$ cat config.mk
export PLATFORM = sky130hd
export DESIGN_NAME = bfm_top
export DESIGN_NICKNAME = d
export VERILOG_FILES = /design/src/verilog/bfm_pkg.sv /design/src/verilog/bfm_top.sv
export SDC_FILE = /design/constraint.sdc
export NUM_CORES = 1
export LEC_CHECK = 0
export BUFFER_PORTS_ARGS = -buffer_cell sky130_fd_sc_hd__buf_2
export CAP_MARGIN = 10
export CORE_MARGIN = 2
export CORE_UTILIZATION = 41
export DETAILED_ROUTE_END_ITERATION = 6
export GPL_TIMING_DRIVEN = 1
export PLACE_DENSITY = 0.63
export REMOVE_ABC_BUFFERS = 1
export SLEW_MARGIN = 20
export SYNTH_ARGS = -nofsm -noshare
export SYNTH_HDL_FRONTEND = slang
export SYNTH_HIERARCHICAL = 1
export SYNTH_SLANG_ARGS = --single-unit
$ cat constraint.sdc
create_clock -name i_clk -period 10.4 [get_ports i_clk]
set_clock_uncertainty 0.15 [all_clocks]
set_input_delay 1.04 -clock i_clk [delete_from_list [all_inputs] [get_ports i_clk]]
set_output_delay 1.04 -clock i_clk [all_outputs]
set_load 0.02 [all_outputs]
$ cat src/verilog/bfm_pkg.sv
// shared constants and types for the bidirectional fifo mailbox and parity block
package bfm_pkg;
  localparam int DATA_W    = 36;
  localparam int BYTE_W    = 9;
  localparam int NUM_BYTES = 4;
  localparam int CNT_W     = 7;
  localparam int OFS_W     = 6;
  localparam int SEL_W     = 2;
  localparam int STAGE_W   = 36;
  localparam int STAGE_D   = 8;

  localparam logic [CNT_W-1:0] FILL_MAX  = 7'h40;
  localparam logic [CNT_W-1:0] FILL_TOP  = 7'h3F;
  localparam logic [CNT_W-1:0] FILL_ZERO = 7'h00;
  localparam logic [CNT_W-1:0] FILL_ONE  = 7'h01;

  // four preset offsets picked by the strap at reset release
  localparam logic [OFS_W-1:0] OFFSET_P0      = 6'h10;
  localparam logic [OFS_W-1:0] OFFSET_P1      = 6'h0C;
  localparam logic [OFS_W-1:0] OFFSET_P2      = 6'h08;
  localparam logic [OFS_W-1:0] OFFSET_P3      = 6'h04;
  localparam logic [OFS_W-1:0] OFFSET_DEFAULT = 6'h08;

  localparam logic [SEL_W-1:0] SEL_P0 = 2'h0;
  localparam logic [SEL_W-1:0] SEL_P1 = 2'h1;
  localparam logic [SEL_W-1:0] SEL_P2 = 2'h2;

  localparam logic [DATA_W-1:0] WORD_RESET = 36'h0_0000_0000;

  typedef logic [DATA_W-1:0] bfm_word_t;

  // one port's control pins, sampled on the port clock edge
  typedef struct packed {
    logic cs_n;
    logic wr;
    logic en;
    logic mb;
    logic pg;
  } bfm_port_ctl_t;
endpackage

$ cat src/verilog/bfm_top.sv
// mailbox, parity, almost-full logic and output staging of the bidirectional fifo
// Notes on behaviour
// almost-full made in writer clock, two-stage synchronised
// almost-full low at 64-X words or more
// one offset loaded at reset from four presets
// almost-full rises on second clock after read
// late read edge pushes first sync cycle
// two 36-bit mail registers, one each way
// port-A mail write stores A word
// port-B mail write stores B word
// mail write lowers flag; writes ignored while low
// outputs show fifo register or incoming mail
// port-B mail read raises first mail flag
// port-A mail read raises second mail flag
// mail read never changes mail contents
// four byte parity trees drive error flag low
// bytes are 9 bits, top bit parity
// odd/even select chooses failing low count
// port-A mail read with generation forces flag high
// port-B mail read with generation forces flag high
// generate select enables parity on port reads
// writes keep all 36 bits unchanged
// generated parity replaces stored top bit
// fifo parity made before output register load
`timescale 1ns/1ps

////////////////////////////////////////////////////////////////////////////////
module bfm_stage_fifo #(
  parameter int W = 36,
  parameter int D = 8
) (
  input  wire logic         i_clk,
  input  wire logic         i_nrst,
  input  wire logic [W-1:0] i_data,
  input  wire logic         i_valid,
  output logic              o_ready,
  output logic [W-1:0]      o_data,
  output logic              o_valid,
  input  wire logic         i_ready
);
  localparam int AW = $clog2(D);
  localparam int CW = $clog2(D + 1);
  localparam logic [CW-1:0] CNT_FULL = CW'(D);
  localparam logic [AW-1:0] PTR_LAST = AW'(D - 1);

  logic [W-1:0]  mem_reg [D];
  logic [AW-1:0] wr_ptr_reg;
  logic [AW-1:0] rd_ptr_reg;
  logic [CW-1:0] count_reg;
  logic [CW-1:0] count_next;
  logic          push;
  logic          pop;

  assign push = i_valid && (count_reg != CNT_FULL);
  assign pop  = i_ready && (count_reg != '0);
  assign count_next = count_reg + CW'(push) - CW'(pop);

  always_ff @(posedge i_clk) begin
    if (push) begin
      mem_reg[wr_ptr_reg] <= i_data;
    end
  end

  always_ff @(posedge i_clk or negedge i_nrst) begin
    if (!i_nrst) begin
      wr_ptr_reg <= '0;
      rd_ptr_reg <= '0;
      count_reg  <= '0;
    end else begin
      if (push) begin
        wr_ptr_reg <= (wr_ptr_reg == PTR_LAST) ? '0 : wr_ptr_reg + AW'(1);
      end
      if (pop) begin
        rd_ptr_reg <= (rd_ptr_reg == PTR_LAST) ? '0 : rd_ptr_reg + AW'(1);
      end
      count_reg <= count_next;
    end
  end

  // flags kept in flops so the top's ports come from registers
  always_ff @(posedge i_clk or negedge i_nrst) begin
    if (!i_nrst) begin
      o_ready <= 1'b0;
      o_valid <= 1'b0;
    end else begin
      o_ready <= (count_next != CNT_FULL);
      o_valid <= (count_next != '0);
    end
  end

  assign o_data = mem_reg[rd_ptr_reg];
endmodule

////////////////////////////////////////////////////////////////////////////////
module bfm_top (
  input  wire logic                  i_clk,
  input  wire logic                  i_nrst,
  input  wire bfm_pkg::bfm_port_ctl_t i_port_a_ctl,
  input  wire bfm_pkg::bfm_port_ctl_t i_port_b_ctl,
  input  wire bfm_pkg::bfm_word_t    i_port_a_data,
  input  wire bfm_pkg::bfm_word_t    i_port_b_data,
  output bfm_pkg::bfm_word_t         o_port_a_data,
  output logic                       o_port_a_data_oe,
  output bfm_pkg::bfm_word_t         o_port_b_data,
  output logic                       o_port_b_data_oe,
  input  wire logic                  i_odd_even,
  input  wire logic [1:0]            i_offset_sel,
  input  wire logic                  i_fifo1_wr_stb,
  input  wire logic                  i_fifo1_rd_stb,
  input  wire logic                  i_fifo2_wr_stb,
  input  wire logic                  i_fifo2_rd_stb,
  input  wire bfm_pkg::bfm_word_t    i_fifo1_mem_data,
  input  wire logic                  i_fifo1_mem_valid,
  output logic                       o_fifo1_mem_ready,
  input  wire bfm_pkg::bfm_word_t    i_fifo2_mem_data,
  input  wire logic                  i_fifo2_mem_valid,
  output logic                       o_fifo2_mem_ready,
  output logic [5:0]                 o_offset,
  output logic                       o_fifo1_almost_full_n,
  output logic                       o_fifo2_almost_full_n,
  output logic                       o_mail_ab_full_n,
  output logic                       o_mail_ba_full_n,
  output logic                       o_port_a_parity_error_n,
  output logic                       o_port_b_parity_error_n
);
  ////////////////////////////////////////////////////////////////////////////
  function automatic logic is_wr(input bfm_pkg::bfm_port_ctl_t c);
    return !c.cs_n && c.wr && c.en;
  endfunction

  function automatic logic is_rd(input bfm_pkg::bfm_port_ctl_t c);
    return !c.cs_n && !c.wr && c.en;
  endfunction

  // error when the count of low bits has the selected oddness
  function automatic logic word_err(input bfm_pkg::bfm_word_t w, input logic odd);
    logic e;
    e = 1'b0;
    for (int i = 0; i < bfm_pkg::NUM_BYTES; i++) begin
      e = e | ((^(~w[i*bfm_pkg::BYTE_W +: bfm_pkg::BYTE_W])) == odd);
    end
    return e;
  endfunction

  // low eight bits feed the tree, result replaces the top bit
  function automatic bfm_pkg::bfm_word_t gen_par(input bfm_pkg::bfm_word_t w,
                                                 input logic odd);
    bfm_pkg::bfm_word_t r;
    r = w;
    for (int i = 0; i < bfm_pkg::NUM_BYTES; i++) begin
      r[i*bfm_pkg::BYTE_W + bfm_pkg::BYTE_W - 1] =
        (^(~w[i*bfm_pkg::BYTE_W +: bfm_pkg::BYTE_W-1])) ^ odd;
    end
    return r;
  endfunction

  function automatic logic [bfm_pkg::CNT_W-1:0] fill_next(
    input logic [bfm_pkg::CNT_W-1:0] c, input logic wr, input logic rd);
    logic [bfm_pkg::CNT_W-1:0] n;
    n = c;
    if (wr && !rd && c != bfm_pkg::FILL_MAX) begin
      n = c + bfm_pkg::FILL_ONE;
    end else if (rd && !wr && c != bfm_pkg::FILL_ZERO) begin
      n = c - bfm_pkg::FILL_ONE;
    end
    return n;
  endfunction

  ////////////////////////////////////////////////////////////////////////////
  // offset strap caught on the first edge after reset release
  logic                        ofs_loaded_reg;
  logic [bfm_pkg::OFS_W-1:0]   offset_reg;

  always_ff @(posedge i_clk or negedge i_nrst) begin
    if (!i_nrst) begin
      ofs_loaded_reg <= 1'b0;
      offset_reg     <= bfm_pkg::OFFSET_DEFAULT;
    end else if (!ofs_loaded_reg) begin
      ofs_loaded_reg <= 1'b1;
      case (i_offset_sel)
        bfm_pkg::SEL_P0: offset_reg <= bfm_pkg::OFFSET_P0;
        bfm_pkg::SEL_P1: offset_reg <= bfm_pkg::OFFSET_P1;
        bfm_pkg::SEL_P2: offset_reg <= bfm_pkg::OFFSET_P2;
        default:         offset_reg <= bfm_pkg::OFFSET_P3;
      endcase
    end
  end

  assign o_offset = offset_reg;

  ////////////////////////////////////////////////////////////////////////////
  // fill levels and almost-full flags
  logic [bfm_pkg::CNT_W-1:0] fill1_reg;
  logic [bfm_pkg::CNT_W-1:0] fill2_reg;
  logic [bfm_pkg::CNT_W-1:0] af_limit;
  logic                      room1;
  logic                      room2;
  logic                      af1_sync1_reg;
  logic                      af2_sync1_reg;

  assign af_limit = bfm_pkg::FILL_TOP - {1'b0, offset_reg};
  assign room1 = (fill1_reg <= af_limit);
  assign room2 = (fill2_reg <= af_limit);

  always_ff @(posedge i_clk or negedge i_nrst) begin
    if (!i_nrst) begin
      fill1_reg <= bfm_pkg::FILL_ZERO;
      fill2_reg <= bfm_pkg::FILL_ZERO;
    end else begin
      fill1_reg <= fill_next(fill1_reg, i_fifo1_wr_stb, i_fifo1_rd_stb);
      fill2_reg <= fill_next(fill2_reg, i_fifo2_wr_stb, i_fifo2_rd_stb);
    end
  end

  // falling is seen at once by the writer; rising needs two stages.
  // ports share one clock here, so every read meets the skew margin.
  always_ff @(posedge i_clk or negedge i_nrst) begin
    if (!i_nrst) begin
      af1_sync1_reg         <= 1'b1;
      af2_sync1_reg         <= 1'b1;
      o_fifo1_almost_full_n <= 1'b1;
      o_fifo2_almost_full_n <= 1'b1;
    end else begin
      af1_sync1_reg         <= room1;
      af2_sync1_reg         <= room2;
      o_fifo1_almost_full_n <= af1_sync1_reg && room1;
      o_fifo2_almost_full_n <= af2_sync1_reg && room2;
    end
  end

  ////////////////////////////////////////////////////////////////////////////
  // mail registers
  logic               a_mail_wr;
  logic               b_mail_wr;
  logic               a_mail_rd;
  logic               b_mail_rd;
  bfm_pkg::bfm_word_t mail_ab_reg;
  bfm_pkg::bfm_word_t mail_ba_reg;

  assign a_mail_wr = is_wr(i_port_a_ctl) && i_port_a_ctl.mb;
  assign b_mail_wr = is_wr(i_port_b_ctl) && i_port_b_ctl.mb;
  assign a_mail_rd = is_rd(i_port_a_ctl) && i_port_a_ctl.mb;
  assign b_mail_rd = is_rd(i_port_b_ctl) && i_port_b_ctl.mb;

  always_ff @(posedge i_clk or negedge i_nrst) begin
    if (!i_nrst) begin
      mail_ab_reg      <= bfm_pkg::WORD_RESET;
      o_mail_ab_full_n <= 1'b1;
    end else if (a_mail_wr && o_mail_ab_full_n) begin
      mail_ab_reg      <= i_port_a_data;
      o_mail_ab_full_n <= 1'b0;
    end else if (b_mail_rd) begin
      o_mail_ab_full_n <= 1'b1;
    end
  end

  always_ff @(posedge i_clk or negedge i_nrst) begin
    if (!i_nrst) begin
      mail_ba_reg      <= bfm_pkg::WORD_RESET;
      o_mail_ba_full_n <= 1'b1;
    end else if (b_mail_wr && o_mail_ba_full_n) begin
      mail_ba_reg      <= i_port_b_data;
      o_mail_ba_full_n <= 1'b0;
    end else if (a_mail_rd) begin
      o_mail_ba_full_n <= 1'b1;
    end
  end

  ////////////////////////////////////////////////////////////////////////////
  // staging fifos between memory read and output registers
  bfm_pkg::bfm_word_t stg1_data;
  bfm_pkg::bfm_word_t stg2_data;
  logic               stg1_valid;
  logic               stg2_valid;
  logic               b_fifo_rd;
  logic               a_fifo_rd;

  assign b_fifo_rd = is_rd(i_port_b_ctl) && !i_port_b_ctl.mb;
  assign a_fifo_rd = is_rd(i_port_a_ctl) && !i_port_a_ctl.mb;

  bfm_stage_fifo #(.W(bfm_pkg::STAGE_W), .D(bfm_pkg::STAGE_D)) u_stage1 (
    .i_clk   (i_clk),
    .i_nrst  (i_nrst),
    .i_data  (i_fifo1_mem_data),
    .i_valid (i_fifo1_mem_valid),
    .o_ready (o_fifo1_mem_ready),
    .o_data  (stg1_data),
    .o_valid (stg1_valid),
    .i_ready (b_fifo_rd)
  );

  bfm_stage_fifo #(.W(bfm_pkg::STAGE_W), .D(bfm_pkg::STAGE_D)) u_stage2 (
    .i_clk   (i_clk),
    .i_nrst  (i_nrst),
    .i_data  (i_fifo2_mem_data),
    .i_valid (i_fifo2_mem_valid),
    .o_ready (o_fifo2_mem_ready),
    .o_data  (stg2_data),
    .o_valid (stg2_valid),
    .i_ready (a_fifo_rd)
  );

  // parity made on the word before it lands in the output register
  bfm_pkg::bfm_word_t fifo1_out_reg;
  bfm_pkg::bfm_word_t fifo2_out_reg;

  always_ff @(posedge i_clk or negedge i_nrst) begin
    if (!i_nrst) begin
      fifo1_out_reg <= bfm_pkg::WORD_RESET;
      fifo2_out_reg <= bfm_pkg::WORD_RESET;
    end else begin
      if (b_fifo_rd && stg1_valid) begin
        fifo1_out_reg <= i_port_b_ctl.pg ? gen_par(stg1_data, i_odd_even) : stg1_data;
      end
      if (a_fifo_rd && stg2_valid) begin
        fifo2_out_reg <= i_port_a_ctl.pg ? gen_par(stg2_data, i_odd_even) : stg2_data;
      end
    end
  end

  ////////////////////////////////////////////////////////////////////////////
  // port drivers; stored mail is never overwritten by generated parity
  bfm_pkg::bfm_word_t a_mail_view;
  bfm_pkg::bfm_word_t b_mail_view;

  assign a_mail_view = i_port_a_ctl.pg ? gen_par(mail_ba_reg, i_odd_even) : mail_ba_reg;
  assign b_mail_view = i_port_b_ctl.pg ? gen_par(mail_ab_reg, i_odd_even) : mail_ab_reg;

  always_ff @(posedge i_clk or negedge i_nrst) begin
    if (!i_nrst) begin
      o_port_a_data    <= bfm_pkg::WORD_RESET;
      o_port_b_data    <= bfm_pkg::WORD_RESET;
      o_port_a_data_oe <= 1'b0;
      o_port_b_data_oe <= 1'b0;
    end else begin
      o_port_a_data    <= i_port_a_ctl.mb ? a_mail_view : fifo2_out_reg;
      o_port_b_data    <= i_port_b_ctl.mb ? b_mail_view : fifo1_out_reg;
      o_port_a_data_oe <= !i_port_a_ctl.cs_n && !i_port_a_ctl.wr;
      o_port_b_data_oe <= !i_port_b_ctl.cs_n && !i_port_b_ctl.wr;
    end
  end

  // parity check on the input pins, forced clear during generated mail reads
  always_ff @(posedge i_clk or negedge i_nrst) begin
    if (!i_nrst) begin
      o_port_a_parity_error_n <= 1'b1;
      o_port_b_parity_error_n <= 1'b1;
    end else begin
      o_port_a_parity_error_n <= (a_mail_rd && i_port_a_ctl.pg) ||
                                 !word_err(i_port_a_data, i_odd_even);
      o_port_b_parity_error_n <= (b_mail_rd && i_port_b_ctl.pg) ||
                                 !word_err(i_port_b_data, i_odd_even);
    end
  end
endmodule

==> flow_summary.toml <==
[run_status]
outcome = "completed"

[synth]
netlist_area_mm2 = 0.03509
synth_common_cells = "edfxtp_1 (576), mux2_2 (292), dfrtp_1 (259)"
yosys.area.top_type = "edfxtp_1"
synth_cell_types = 46
synth_edf_count = 576
synthTopCellsByArea = "edfxtp_1 (49%), dfrtp_1 (18%), mux2_2 (9.4%)"
synthFlopType = "edfxtp_1"
synth_cells = 1818
syn_area_per_cell_um2 = 19.30
synth.most_common_cell = "edfxtp_1"
seq_area_frac_synth_pct = 68.43
synthArstFlopShare_pct = 31.75
ys_ff_latch = 844
synth_top_area_share_pct = 49.29
yosysWarnings = 6

[sta]
rsz0062_at_grt = "no"
worst_slew_pin_slew_ps = 1092
tns_ps = 0
hold_viol = 0
fin_crit_ps = 3886
relSlewSlack_pct = 27.17
finalCritPeriodShare_pct = 37.37
setup_viol = 0
setup_ws_ps = 6514
drv_slew = 0
max_freq_mhz = 257.3
hold_ws_ps = 217.6

[final_layout]
syn2layout_area_growth_pct = 16.42
num-nets-final = 2327
num-fill-cells = 7069
drive_gt1_share_pct = 35.69
stdcell_area_mm2 = 0.04086

[power]
fin_total_pwr_mw = 12.24
pwr_density_cell_mw_per_mm2 = 299.4
p_leak_nw = 15.23
irDropWorstVdd_uv = 199.5

[floorplanning]
die_area_mm2 = 0.08795
core-area_mm2 = 0.08501
rows = 107
die_x_um = 296.6
io_pins = 253
start_util_pct = 41.28
die_y_um = 296.6

[route]
vias = 17210
first_iter_violations = 918
first_pass_iters = 4
drc_errors = 0
wl_mm = 75.96
ant_nets = 0
routed_via_density = 5.156
wl_per_cell_um = 22.76

[worst_setup_path]
startpoint_type = "input pin"
timing.rr.end = "fifo1_out_reg[8]"
required_ps = 10750
path_class = "input pin to flip-flop"
path_max_fanout = 4
crit_path_start = "i_port_a_ctl[1]"
timing.rr.start = "u_stage1/rd_ptr_reg[1]"
r2r_cells = 9
arrival_ps = 4240
crit_path_end_kind = "flip-flop"
r2r_slack_ps = 6720

[clock_tree]
cts-root-buf = "clkbuf_16"
cts_buffers = 89
post_cts_buffers = 0
htree_levels = 3
clk_latency_ps = 650
clock_path_buffers = 3
clock_sinks = 844
path_clk_slew_ps = 60
cts_tree = "yes"
cts_resized = 0
ctsHoldBuffers = 0

[min_path]
min_path_type = "input pin to async pin"

[grt]
gr-total-overflow = 0
grt_pass1_vias = 18160
grt_util_all_layers_pct = 17.40
grt_max_degree = 166
antenna_found_initial = 23
grt_pass1_wl_mm = 113.2

[place]
post-dp-hpwl_mm = 45.62
place_ws_ps = 5891
gp_congestion = 0.7545
dpl-instance-area_mm2 = 0.03772
io_buffers = 249

[job]
maxCapViolations = 0
## metrics by stage
stage | util (%) | instances
6_report | 48.06 | 3338
5_1_grt | 48.05 | 3335
4_1_cts | 48.04 | 3335
3_5_place_dp | 44.38 | 3170
3_3_place_gp | 44.38 | 3170
2_1_floorplan | - | 1747
## how the worst max path moves through the flow
stage | end | slack [ps] | cells after the start
6_report | u_stage2/o_valid | 6510 | 12
5_1_grt | u_stage2/o_valid | 6290 | 12
4_1_cts | u_stage2/o_valid | 6530 | 12
3_5_place_dp | u_stage2/o_ready | 5890 | 12
3_3_place_gp | u_stage2/o_valid | 6040 | 12
2_1_floorplan | u_stage1/mem_reg[0][0] | 5110 | 2
## critical path: stages
cell and delay (ps):
buf_2 190, nor4b_1 870, o31ai_1 350, inv_1 140
ha_1 230, inv_1 60, ha_1 160, inv_1 60
fa_1 420, xnor2_1 180, nor4b_1 400, mux2i_1 140
## layout by cell type (no fill, tap or decap), drive strengths merged, types with 9 or more instances in the layout
cell    netlist  final
edfxtp      576    576
mux2        292    292
buf          56    279
dfrtp       259    259
xnor2       152    152
mux4        145    145
clkbuf       17    123
xor2         44     44
ha           41     41
inv          29     32
nor2         32     32
nand2        25     25
a21oi        23     23
clkinv        0     23
mux2i        21     21
o21ai        15     15
a21o         13     13
bufinv        0     13
nor3          9      9
dfstp         9      9
## report_power, final
| part | switching, mW | leakage (nW) | internal [mW] |
|---|---|---|---|
| combinational | 1.97 | 5.27 | 2.06 |
| clock | 1.32 | 1.51 | 2.01 |
| sequential | 0.463 | 8.45 | 4.42 |
## layer usage
metal | up-vias | track usage (%) | share of wire, %
met5 | - | 0 | 0.10
met1 | 9012 | 23.00 | 43
met2 | 374 | 29.55 | 50
met3 | 111 | 3.527 | 4.6
met4 | 14 | 4.250 | 1.8
li1 | 7700 | - | -
## layout make-up
class	count	area [um2]	area share, %
Clock buffer	123	2486	6.085
Inverter	29	108.9	0.2664
Clock inverter	42	633.1	1.549
Tap cell	1144	1431	3.503
Timing Repair Buffer	279	1494	3.656
Sequential cell	844	24030	58.80
Multi-Input combinational cell	874	10670	26.12
Antenna cell	3	7.507	0.01837
## logic make-up (layout without fill, tap and decap cells)
family | Yosys count | count (layout) | share of synthesized area (%)
AO/OA/AOI/OAI | 66 | 66 | 1.219
XOR/XNOR | 202 | 202 | 5.284
adder cells (fa/ha/maj) | 45 | 45 | 1.690
buffers and inverters | 102 | 473 | 1.540
flip-flops | 844 | 844 | 68.43
multiplexers | 458 | 458 | 20.44
other | 2 | 7 | 0.02140
AND/OR/NAND/NOR | 99 | 99 | 1.380
Power figures use the tool's default switching activity.
